**config.mk**
```make
export PLATFORM = sky130hd
export DESIGN_NAME = tmw_timer
export DESIGN_NICKNAME = d
export VERILOG_FILES = /design/src/rtl/tmw_pkg.sv /design/src/rtl/tmw_wave_chan.sv /design/src/rtl/tmw_timer.sv
export VERILOG_INCLUDE_DIRS = /design/src /design/src/rtl
export SDC_FILE = /design/constraint.sdc
export NUM_CORES = 1
export LEC_CHECK = 0
export BUFFER_PORTS_ARGS = -buffer_cell sky130_fd_sc_hd__buf_2
export CORE_AREA = 2 2 129 131
export CTS_BUF_LIST = sky130_fd_sc_hd__clkbuf_2 sky130_fd_sc_hd__clkbuf_4 sky130_fd_sc_hd__clkbuf_8
export CTS_CLUSTER_DIAMETER = 120
export DETAILED_ROUTE_END_ITERATION = 8
export DIE_AREA = 0 0 131 133
export GPL_TIMING_DRIVEN = 0
export PLACE_DENSITY = 0.54
export SYNTH_ARGS = -nofsm -noshare
export SYNTH_HDL_FRONTEND = slang
export SYNTH_SLANG_ARGS = --single-unit
```
**constraint.sdc**
```tcl
create_clock -name clk_i -period 3 [get_ports clk_i]
set_input_delay 0.45 -clock clk_i [delete_from_list [all_inputs] [get_ports clk_i]]
set_output_delay 0.45 -clock clk_i [all_outputs]
set_load 0.02 [all_outputs]
```
**src/rtl/tmwave_defines.svh**
```systemverilog
// register offsets, field positions, masks, reset values and interrupt bit positions of the waveform timer
// Operation
// - nonzero output-mode field routes the channel waveform onto its pin
// - non-PWM channel A: 0 off, 1 toggle, 2 clear, 3 set on match
// - fast PWM: 2 clears on match, sets at TOP; 3 the reverse
// - PWM channel A value 1: off if mode top bit 0, else toggle on match
// - phase-correct: 2 clears on up match, sets on down match; 3 reverse
// - PWM with compare equal TOP and mode bit 1 set: act at TOP only
// - non-PWM channel B uses the same encoding as channel A
// - fast PWM channel B value 1 reserved; 2 and 3 as channel A
// - phase-correct channel B value 1 reserved; 2 and 3 as channel A
// - first control bits 3 and 2 always read zero
// - three-bit wave mode: low two bits here, top bit in second control
// - decode modes 0..7 with TOP 0xFF or compare A; 4 and 6 reserved
// - overflow sets at MAX for 0,2,3; BOTTOM for 1,5; TOP for 7
`ifndef TMWAVE_DEFINES_SVH
`define TMWAVE_DEFINES_SVH
`define TMW_ADR_CTRL_A    4'h0
`define TMW_ADR_CTRL_B    4'h1
`define TMW_ADR_COUNT     4'h2
`define TMW_ADR_CMP_A     4'h3
`define TMW_ADR_CMP_B     4'h4
`define TMW_ADR_IRQ_STAT  4'h5
`define TMW_ADR_IRQ_MASK  4'h6
`define TMW_ADR_TICK_DIV  4'h7
`define TMW_CA_MODE_HI    7
`define TMW_CA_MODE_LO    6
`define TMW_CB_MODE_HI    5
`define TMW_CB_MODE_LO    4
`define TMW_WM_LOW_HI     1
`define TMW_WM_TOP_BIT    3
`define TMW_CTRL_A_MASK   8'hF3
`define TMW_CTRL_B_MASK   8'h08
`define TMW_CTRL_RESET    8'h00
`define TMW_MAX           8'hFF
`define TMW_BOTTOM        8'h00
`define TMW_IRQ_OVF       0
`define TMW_IRQ_CMPA      1
`define TMW_IRQ_CMPB      2
`define TMW_IRQ_MASK_BITS 8'h07
`define TMW_TICK_DIV_RST  8'h00
`endif

```
**src/rtl/tmw_pkg.sv**
```systemverilog
// types shared by the waveform timer files
package tmw_pkg;
    typedef enum logic [2:0] {
        TMW_NORMAL, TMW_PC_FF, TMW_CTC, TMW_FAST_FF,
        TMW_RSV4, TMW_PC_CMPA, TMW_RSV6, TMW_FAST_CMPA
    } tmw_mode_e;
    typedef struct packed {
        logic       we;
        logic [3:0] adr;
        logic [7:0] dat;
    } tmw_wr_s;
    typedef struct packed {
        logic [1:0] mode_a;
        logic [1:0] mode_b;
        logic [1:0] wm_low;
    } tmw_ctrl_s;
endpackage : tmw_pkg

```
**src/rtl/tmw_wave_chan.sv**
```systemverilog
// one compare channel: active compare, buffer, and waveform bit
`timescale 1ns/10ps
`include "tmwave_defines.svh"
module tmw_wave_chan
    import tmw_pkg::*;
#(
    parameter bit IS_CHAN_A = 1'b1
) (
    // clock and reset
    input  wire logic       clk_i,
    input  wire logic       rst_i,
    // software side
    input  wire logic       cmp_wr_i,
    input  wire logic [7:0] cmp_dat_i,
    input  wire logic [1:0] out_mode_i,
    input  wire logic       top_bit_i,
    // timer side
    input  wire logic       tick_i,
    input  wire logic [7:0] count_i,
    input  wire logic [7:0] top_i,
    input  wire logic       at_top_i,
    input  wire logic       at_bottom_i,
    input  wire logic       down_i,
    input  wire logic       pwm_i,
    input  wire logic       fast_i,
    // results
    output logic [7:0]      cmp_o,
    output logic [7:0]      act_o,
    output logic            match_o,
    output logic            wave_o
);
    logic [7:0] buf_q;
    logic [7:0] act_q;
    logic       wave_q;
    logic       wave_d;
    logic       match;
    logic       top_case;

    assign cmp_o   = buf_q;
    assign act_o   = act_q;
    assign wave_o  = wave_q;
    assign match   = tick_i && (count_i == act_q);
    assign match_o = match;
    assign top_case = pwm_i && (act_q == top_i) && out_mode_i[1];

    always_ff @(posedge clk_i) begin
        if (rst_i) begin
            buf_q <= `TMW_BOTTOM;
        end else if (cmp_wr_i) begin
            buf_q <= cmp_dat_i;
        end
    end

    // pwm copies at TOP so a period never sees a half-updated duty
    always_ff @(posedge clk_i) begin
        if (rst_i) begin
            act_q <= `TMW_BOTTOM;
        end else if (!pwm_i && cmp_wr_i) begin
            act_q <= cmp_dat_i;
        end else if (!pwm_i) begin
            act_q <= buf_q;
        end else if (tick_i && at_top_i) begin
            act_q <= buf_q;
        end
    end

    always_comb begin
        wave_d = wave_q;
        if (!pwm_i) begin
            if (match) begin
                case (out_mode_i)
                    2'b01:   wave_d = !wave_q;
                    2'b10:   wave_d = 1'b0;
                    2'b11:   wave_d = 1'b1;
                    default: wave_d = wave_q;
                endcase
            end
        end else if (out_mode_i == 2'b01) begin
            // channel B treats value 1 as reserved and holds
            if (IS_CHAN_A && top_bit_i && match) begin
                wave_d = !wave_q;
            end
        end else if (out_mode_i[1]) begin
            if (fast_i) begin
                // compare equal to TOP: the match is dropped, the TOP action stands
                if (tick_i && at_top_i) begin
                    wave_d = !out_mode_i[0];
                end else if (match && !top_case) begin
                    wave_d = out_mode_i[0];
                end
            end else begin
                if (top_case && tick_i && at_top_i) begin
                    wave_d = !out_mode_i[0];
                end else if (match && !top_case) begin
                    wave_d = down_i ? !out_mode_i[0] : out_mode_i[0];
                end else if (tick_i && at_bottom_i && act_q == `TMW_BOTTOM) begin
                    wave_d = out_mode_i[0];
                end
            end
        end
    end

    always_ff @(posedge clk_i) begin
        if (rst_i) begin
            wave_q <= 1'b0;
        end else begin
            wave_q <= wave_d;
        end
    end
endmodule : tmw_wave_chan

```
**src/rtl/tmw_timer.sv**
```systemverilog
// waveform timer top: wishbone registers, counter, mode decode, pins, interrupt
`timescale 1ns/10ps
`include "tmwave_defines.svh"
module tmw_timer
    import tmw_pkg::*;
(
    // clock and reset
    input  wire logic       clk_i,
    input  wire logic       rst_i,
    // wishbone slave
    input  wire logic       cyc_i,
    input  wire logic       stb_i,
    input  wire logic       we_i,
    input  wire logic [3:0] adr_i,
    input  wire logic [3:0] sel_i,
    input  wire logic [31:0] dat_i,
    output logic [31:0]     dat_o,
    output logic            ack_o,
    // waveform pins
    output logic            chan_a_wave_out_o,
    output logic            chan_a_wave_en_o,
    output logic            chan_b_wave_out_o,
    output logic            chan_b_wave_en_o,
    // interrupt
    output logic            irq_o
);
    tmw_ctrl_s  ctrl_q;
    logic       top_bit_q;
    logic [2:0] clk_sel_q;
    logic [7:0] count_q;
    logic       down_q;
    logic [2:0] stat_q;
    logic [2:0] mask_q;
    logic [7:0] div_q;
    logic [7:0] div_cnt_q;
    logic       ack_q;
    logic [31:0] rdat_q;
    logic       pa_q, pa_en_q, pb_q, pb_en_q, irq_q;
    tmw_wr_s    wr;
    logic       bus_req;
    logic       lane0;
    tmw_mode_e  mode;
    logic       pwm, fast, pc;
    logic [7:0] top;
    logic       tick, at_top, at_bottom;
    logic [7:0] cmp_a, cmp_b;
    logic       match_a, match_b;
    logic       wave_a, wave_b;
    logic [1:0]      chan_wr;
    logic [1:0][1:0] chan_mode;
    logic [1:0][7:0] chan_cmp;
    logic [1:0][7:0] chan_act;
    logic [1:0]      chan_match;
    logic [1:0]      chan_wave;
    logic       ovf_ev;
    logic       clr_cnt;
    logic [2:0] ev;

    assign bus_req = cyc_i && stb_i && !ack_q;
    assign lane0   = sel_i[0];
    assign wr.we   = bus_req && we_i && lane0;
    assign wr.adr  = adr_i;
    assign wr.dat  = dat_i[7:0];

    // mode decode from both control registers
    // TOP follows the active compare, so in the PWM modes a buffered write never moves TOP mid-period; in CTC a write moves it at once
    assign mode = tmw_mode_e'({top_bit_q, ctrl_q.wm_low});
    always_comb begin
        pwm  = 1'b0;
        fast = 1'b0;
        pc   = 1'b0;
        top  = `TMW_MAX;
        case (mode)
            TMW_NORMAL:    top = `TMW_MAX;
            TMW_PC_FF:     begin pwm = 1'b1; pc = 1'b1; end
            TMW_CTC:       top = chan_act[0];
            TMW_FAST_FF:   begin pwm = 1'b1; fast = 1'b1; end
            TMW_PC_CMPA:   begin pwm = 1'b1; pc = 1'b1; top = chan_act[0]; end
            TMW_FAST_CMPA: begin pwm = 1'b1; fast = 1'b1; top = chan_act[0]; end
            default:       top = `TMW_MAX;
        endcase
    end

    // prescaling kept simple: stopped when select is zero, else div register
    assign tick      = (clk_sel_q != 3'h0) && (div_cnt_q == div_q);
    assign at_top    = (count_q == top);
    assign at_bottom = (count_q == `TMW_BOTTOM);

    always_ff @(posedge clk_i) begin
        if (rst_i) begin
            div_cnt_q <= `TMW_TICK_DIV_RST;
        end else if (tick || clk_sel_q == 3'h0) begin
            div_cnt_q <= `TMW_TICK_DIV_RST;
        end else begin
            div_cnt_q <= div_cnt_q + 8'h01;
        end
    end

    assign clr_cnt = wr.we && wr.adr == `TMW_ADR_COUNT;

    // counter sequence per mode; reserved modes count as normal
    always_ff @(posedge clk_i) begin
        if (rst_i) begin
            count_q <= `TMW_BOTTOM;
            down_q  <= 1'b0;
        end else if (clr_cnt) begin
            count_q <= wr.dat;
        end else if (tick) begin
            if (pc) begin
                if (!down_q && at_top) begin
                    down_q  <= 1'b1;
                    count_q <= count_q - 8'h01;
                end else if (down_q && at_bottom) begin
                    down_q  <= 1'b0;
                    count_q <= count_q + 8'h01;
                end else begin
                    count_q <= down_q ? count_q - 8'h01 : count_q + 8'h01;
                end
            end else if ((mode == TMW_CTC || fast) && at_top) begin
                count_q <= `TMW_BOTTOM;
                down_q  <= 1'b0;
            end else begin
                count_q <= count_q + 8'h01;
                down_q  <= 1'b0;
            end
        end
    end

    always_comb begin
        ovf_ev = 1'b0;
        if (tick) begin
            case (mode)
                TMW_PC_FF, TMW_PC_CMPA: ovf_ev = at_bottom && down_q;
                TMW_FAST_CMPA:          ovf_ev = at_top;
                default:                ovf_ev = (count_q == `TMW_MAX);
            endcase
        end
    end

    assign chan_wr[0]   = wr.we && wr.adr == `TMW_ADR_CMP_A;
    assign chan_wr[1]   = wr.we && wr.adr == `TMW_ADR_CMP_B;
    assign chan_mode[0] = ctrl_q.mode_a;
    assign chan_mode[1] = ctrl_q.mode_b;

    // index 0 is channel a; only it owns the pwm toggle code
    for (genvar g = 0; g < 2; g++) begin : g_chan
        tmw_wave_chan #(
            .IS_CHAN_A (g == 0)
        ) u_chan (
            .clk_i       (clk_i),
            .rst_i       (rst_i),
            .cmp_wr_i    (chan_wr[g]),
            .cmp_dat_i   (wr.dat),
            .out_mode_i  (chan_mode[g]),
            .top_bit_i   (top_bit_q),
            .tick_i      (tick),
            .count_i     (count_q),
            .top_i       (top),
            .at_top_i    (at_top),
            .at_bottom_i (at_bottom),
            .down_i      (down_q),
            .pwm_i       (pwm),
            .fast_i      (fast),
            .cmp_o       (chan_cmp[g]),
            .act_o       (chan_act[g]),
            .match_o     (chan_match[g]),
            .wave_o      (chan_wave[g])
        );
    end

    assign cmp_a   = chan_cmp[0];
    assign cmp_b   = chan_cmp[1];
    assign match_a = chan_match[0];
    assign match_b = chan_match[1];
    assign wave_a  = chan_wave[0];
    assign wave_b  = chan_wave[1];

    // control registers
    always_ff @(posedge clk_i) begin
        if (rst_i) begin
            ctrl_q    <= tmw_ctrl_s'(6'h00);
            top_bit_q <= 1'b0;
            clk_sel_q <= 3'h0;
            div_q     <= `TMW_TICK_DIV_RST;
            mask_q    <= 3'h0;
        end else if (wr.we) begin
            case (wr.adr)
                `TMW_ADR_CTRL_A: begin
                    ctrl_q.mode_a <= wr.dat[`TMW_CA_MODE_HI:`TMW_CA_MODE_LO];
                    ctrl_q.mode_b <= wr.dat[`TMW_CB_MODE_HI:`TMW_CB_MODE_LO];
                    ctrl_q.wm_low <= wr.dat[`TMW_WM_LOW_HI:0];
                end
                `TMW_ADR_CTRL_B: begin
                    top_bit_q <= wr.dat[`TMW_WM_TOP_BIT];
                    clk_sel_q <= wr.dat[2:0];
                end
                `TMW_ADR_IRQ_MASK: mask_q <= wr.dat[2:0];
                `TMW_ADR_TICK_DIV: div_q  <= wr.dat;
                default: ;
            endcase
        end
    end

    // sticky events; a new event wins over a write-one clear
    assign ev = {match_b, match_a, ovf_ev};
    always_ff @(posedge clk_i) begin
        if (rst_i) begin
            stat_q <= 3'h0;
        end else if (wr.we && wr.adr == `TMW_ADR_IRQ_STAT) begin
            stat_q <= (stat_q & ~wr.dat[2:0]) | ev;
        end else begin
            stat_q <= stat_q | ev;
        end
    end

    // single-cycle ack, dropped the cycle after
    always_ff @(posedge clk_i) begin
        if (rst_i) begin
            ack_q  <= 1'b0;
            rdat_q <= 32'h0000_0000;
        end else begin
            ack_q  <= bus_req;
            rdat_q <= 32'h0000_0000;
            if (bus_req && !we_i) begin
                case (adr_i)
                    `TMW_ADR_CTRL_A: rdat_q[7:0] <= {ctrl_q.mode_a, ctrl_q.mode_b, 2'b00, ctrl_q.wm_low};
                    `TMW_ADR_CTRL_B: rdat_q[7:0] <= {4'h0, top_bit_q, clk_sel_q};
                    `TMW_ADR_COUNT:  rdat_q[7:0] <= count_q;
                    `TMW_ADR_CMP_A:  rdat_q[7:0] <= cmp_a;
                    `TMW_ADR_CMP_B:  rdat_q[7:0] <= cmp_b;
                    `TMW_ADR_IRQ_STAT: rdat_q[7:0] <= {5'h00, stat_q};
                    `TMW_ADR_IRQ_MASK: rdat_q[7:0] <= {5'h00, mask_q};
                    `TMW_ADR_TICK_DIV: rdat_q[7:0] <= div_q;
                    default: rdat_q <= 32'h0000_0000;
                endcase
            end
        end
    end

    // pins and interrupt registered so outputs come from flops
    always_ff @(posedge clk_i) begin
        if (rst_i) begin
            pa_q    <= 1'b0;
            pa_en_q <= 1'b0;
            pb_q    <= 1'b0;
            pb_en_q <= 1'b0;
            irq_q   <= 1'b0;
        end else begin
            pa_q    <= wave_a;
            pa_en_q <= (ctrl_q.mode_a != 2'b00);
            pb_q    <= wave_b;
            pb_en_q <= (ctrl_q.mode_b != 2'b00);
            irq_q   <= |(stat_q & mask_q);
        end
    end

    assign dat_o             = rdat_q;
    assign ack_o             = ack_q;
    assign chan_a_wave_out_o = pa_q;
    assign chan_a_wave_en_o  = pa_en_q;
    assign chan_b_wave_out_o = pb_q;
    assign chan_b_wave_en_o  = pb_en_q;
    assign irq_o             = irq_q;
endmodule : tmw_timer

```
==> flow_metrics.tcl <==
set metrics [dict create \
    status "finished clean" \
    async_reset_ff_share_pct 0 \
    post-route-drc-count 0 \
    fp-row-count 47 \
    clk_pin_slew_ns 0.09 \
    grt_pass1_vias 4960 \
    core_um2 16200 \
    vias 5150 \
    clock_latency_ns 0.39 \
    yosys.area.top_type "dfxtp_1" \
    post_cts_resized 0 \
    antenna_left 0 \
    synth_edf_count 0 \
    crit_path_start_kind "register" \
    setup_viol 0 \
    first_pass_iters 6 \
    worst_slack_ns 0.254 \
    diodes 0 \
    drive_gt1_share_pct 15.8 \
    hold_slack_ns 0.452 \
    routedWlPerCell_um 19.0 \
    cellPowerDensity_nw_per_um2 357 \
    drt_wl_total_um 17900 \
    syn-cell-area_um2 5510 \
    criticalPathCategory "reg -> reg" \
    fin_cells 941 \
    synthCells 655 \
    track_usage_pct 20.7 \
    fillCellCount 1683 \
    tightestPinTransition_ns 1.15 \
    dp_cells 926 \
    cts_made_buffers 9 \
    ys_warn_count 0 \
    ir_drop_mv 0.214 \
    drt_iter0_markers 431 \
    area.growth.synth_to_final_pct 13.0 \
    ys.flop_type "dfxtp_1" \
    timing.fmax_mhz 364 \
    cpMaxStageDelayCell "dfxtp_1" \
    final.setup_skew_ns 0.0179 \
    dp_slack_ns 0.113 \
    drv_slew 0 \
    yosysSeqAreaShare_pct 32.4 \
    grt_start_max_net_pins 17 \
    maxCapViolCount 0 \
    final_area_um2 6220 \
    clkSinkCount 89 \
    netlist.area_leader.share_pct 32.4 \
    critPathMaxFanout 10 \
    grt_pass1_wl_um 27600 \
    finalCriticalPeriod_ns 2.75 \
    cp.arrival_ns 3.04 \
    floorplan.initialDensity_pct 34.0 \
    io_pins 83 \
    fin_crit_sh_pct 91.5 \
    top_layer "met4" \
    cp_slowest_stage_delay_ns 0.41 \
    endpoint_kind "register" \
    cts_setup_buffers 0 \
    placed_cell_area_um2 6010 \
    hold_viol 0 \
    antenna_found_initial 1 \
    die_area_um2 17400 \
    die_w_um 131 \
    tns_ns 0 \
    cts_buffer_depth 2 \
    postCtsHoldBufs 0 \
    critical_path_required_ns 3.29 \
    final_nets 764 \
    avgSynthCellArea_um2 8.41 \
    grt-ovfl-total 0 \
    synth-seq-cells 89 \
    relSlewSlack_pct 22.9 \
    cts_root_buffer "clkbuf_8" \
    dieHeight_um 133 \
    synth_cell_types 80 \
    cts_tree "done" \
    met3_length_um 1220 \
    hpwl_um 13400 \
    synthTopCellsByArea "dfxtp_1 32%, mux2i_1 11%, nor2_1 6.6%" \
    via_per_inst 5.47 \
    path_cells "buf_2 > xnor2_1 > a21oi_1 > o2bb2ai_1 > nand4_4 > mux2_4 > o31ai_1 > mux2i_1 > a211oi_1" \
    wl_met2_um 8330 \
    grt_setup_unrepaired "false" \
    leakagePower_nw 2.26 \
    htree_levels 3 \
    wl_met1_um 7740 \
    routabilityCongestion 0.902 \
    io_buffers 28 \
    hp-class "in -> reg" \
]
==> placed cells by master (no fill, tap or decap), types with 10 or more instances in the layout <==
cell / n
a211oi_1: 24
nor2b_1: 10
inv_1: 14
nand3_1: 14
nor3_1: 17
mux2i_1: 61
dfxtp_1: 89
buf_4: 28
buf_2: 40
xor2_1: 15
a21oi_1: 15
o21ai_0: 10
a22oi_1: 14
nor2_1: 97
conb_1: 24
clkbuf_1: 23
xnor2_1: 21
nand2_1: 32
==> stage by stage <==
stage | util, % | power, W
floorplan | - | 0.00133
global placement | 37.1 | 0.00138
detailed placement | 37.1 | 0.00138
CTS | 38.4 | 0.00225
global route | 38.5 | 0.00231
finish | 38.5 | 0.00222
==> cells by family (layout without fill, tap and decap cells) <==
family / after synthesis / count (layout) / share of synthesized area [%]
AO/OA/AOI/OAI: 134 / 134 / 18.2
XOR/XNOR: 36 / 36 / 5.73
adder cells (fa/ha/maj): 3 / 3 / 0.682
buffers and inverters: 90 / 133 / 8.73
flip-flops: 89 / 89 / 32.4
multiplexers: 64 / 64 / 12.0
other: 1 / 24 / 0.0681
AND/OR/NAND/NOR: 238 / 238 / 22.2
==> synth_stat cells (6+ instances only) <==
| library cell | n |
|---|---|
| clkbuf_1 | 27 |
| nand2_1 | 32 |
| xnor2_1 | 21 |
| nand3_1 | 14 |
| a211oi_1 | 25 |
| nand2b_1 | 6 |
| o21ai_0 | 10 |
| and2_1 | 8 |
| a31oi_1 | 8 |
| mux2i_1 | 61 |
| buf_4 | 28 |
| buf_1 | 6 |
| buf_2 | 12 |
| nand4_1 | 9 |
| nor2_1 | 97 |
| and3_1 | 6 |
| a22oi_1 | 14 |
| inv_1 | 14 |
| nor4_1 | 9 |
| xor2_1 | 15 |
| a21oi_1 | 15 |
| dfxtp_1 | 89 |
| nor2b_1 | 10 |
| nor3_1 | 18 |
==> area by class of cell <==
class                      instances  area, um^2  share of cell area [%]
inverter                          14        52.6                   0.844
timing repair buffer              28         140                    2.25
buffer                            75         428                    6.88
tap                              220         275                    4.42
clock inverter                     7        76.3                    1.23
sequential                        89        1780                    28.6
clock buffer                       9         124                    1.99
multi-input combinational        499        3350                    53.8
==> flip-flops by register name, summed over array words and instances (netlist names), 3 cells and up <==
register / cells
g_chan.u_chan.cmp_o: 16
clk_sel_q: 3
count_q: 8
chan_mode: 4
div_cnt_q: 8
stat_q: 3
dat_o: 8
mask_q: 3
div_q: 8
g_chan.u_chan.act_o: 16
==> power by group <==
group          internal (W)  switching, W  total, W
Combinational     0.0000551      0.000119  0.000174
Clock              0.000394      0.000470  0.000863
Sequential          0.00118    0.00000290   0.00119
Total               0.00163      0.000592   0.00222
==> layer usage <==
layer  vias up  GRT usage, %
li1       2431             -
met1      2433          27.5
met2       238          33.2
met3        48          2.75
met4         0          9.16
met5         -             0
==> worst max-delay path, delay by kind of cell (launching register included) <==
family          cells  cell delay, ns
simple gates        1            0.22
compound gates      4            0.98
mux                 2            0.53
buf+inv             1            0.32
xor+xnor            1            0.20
flops               1            0.41
==> final timing paths <==
path	slack (ns)	cells past startpoint	start	endpoint
worst min-delay path	0.45	3	rst_i	count_q[6]$_SDFFE_PP0P_
worst max register to register	0.25	9	count_q[3]$_SDFFE_PP0P_	count_q[1]$_SDFFE_PP0P_
worst min register to register	0.49	1	g_chan[1].u_chan.wave_o$_SDFFE_PP0P_	chan_b_wave_out_o$_SDFF_PP0_
worst max-delay path	0.25	9	count_q[3]$_SDFFE_PP0P_	count_q[1]$_SDFFE_PP0P_
Power figures use the tool's default switching activity.
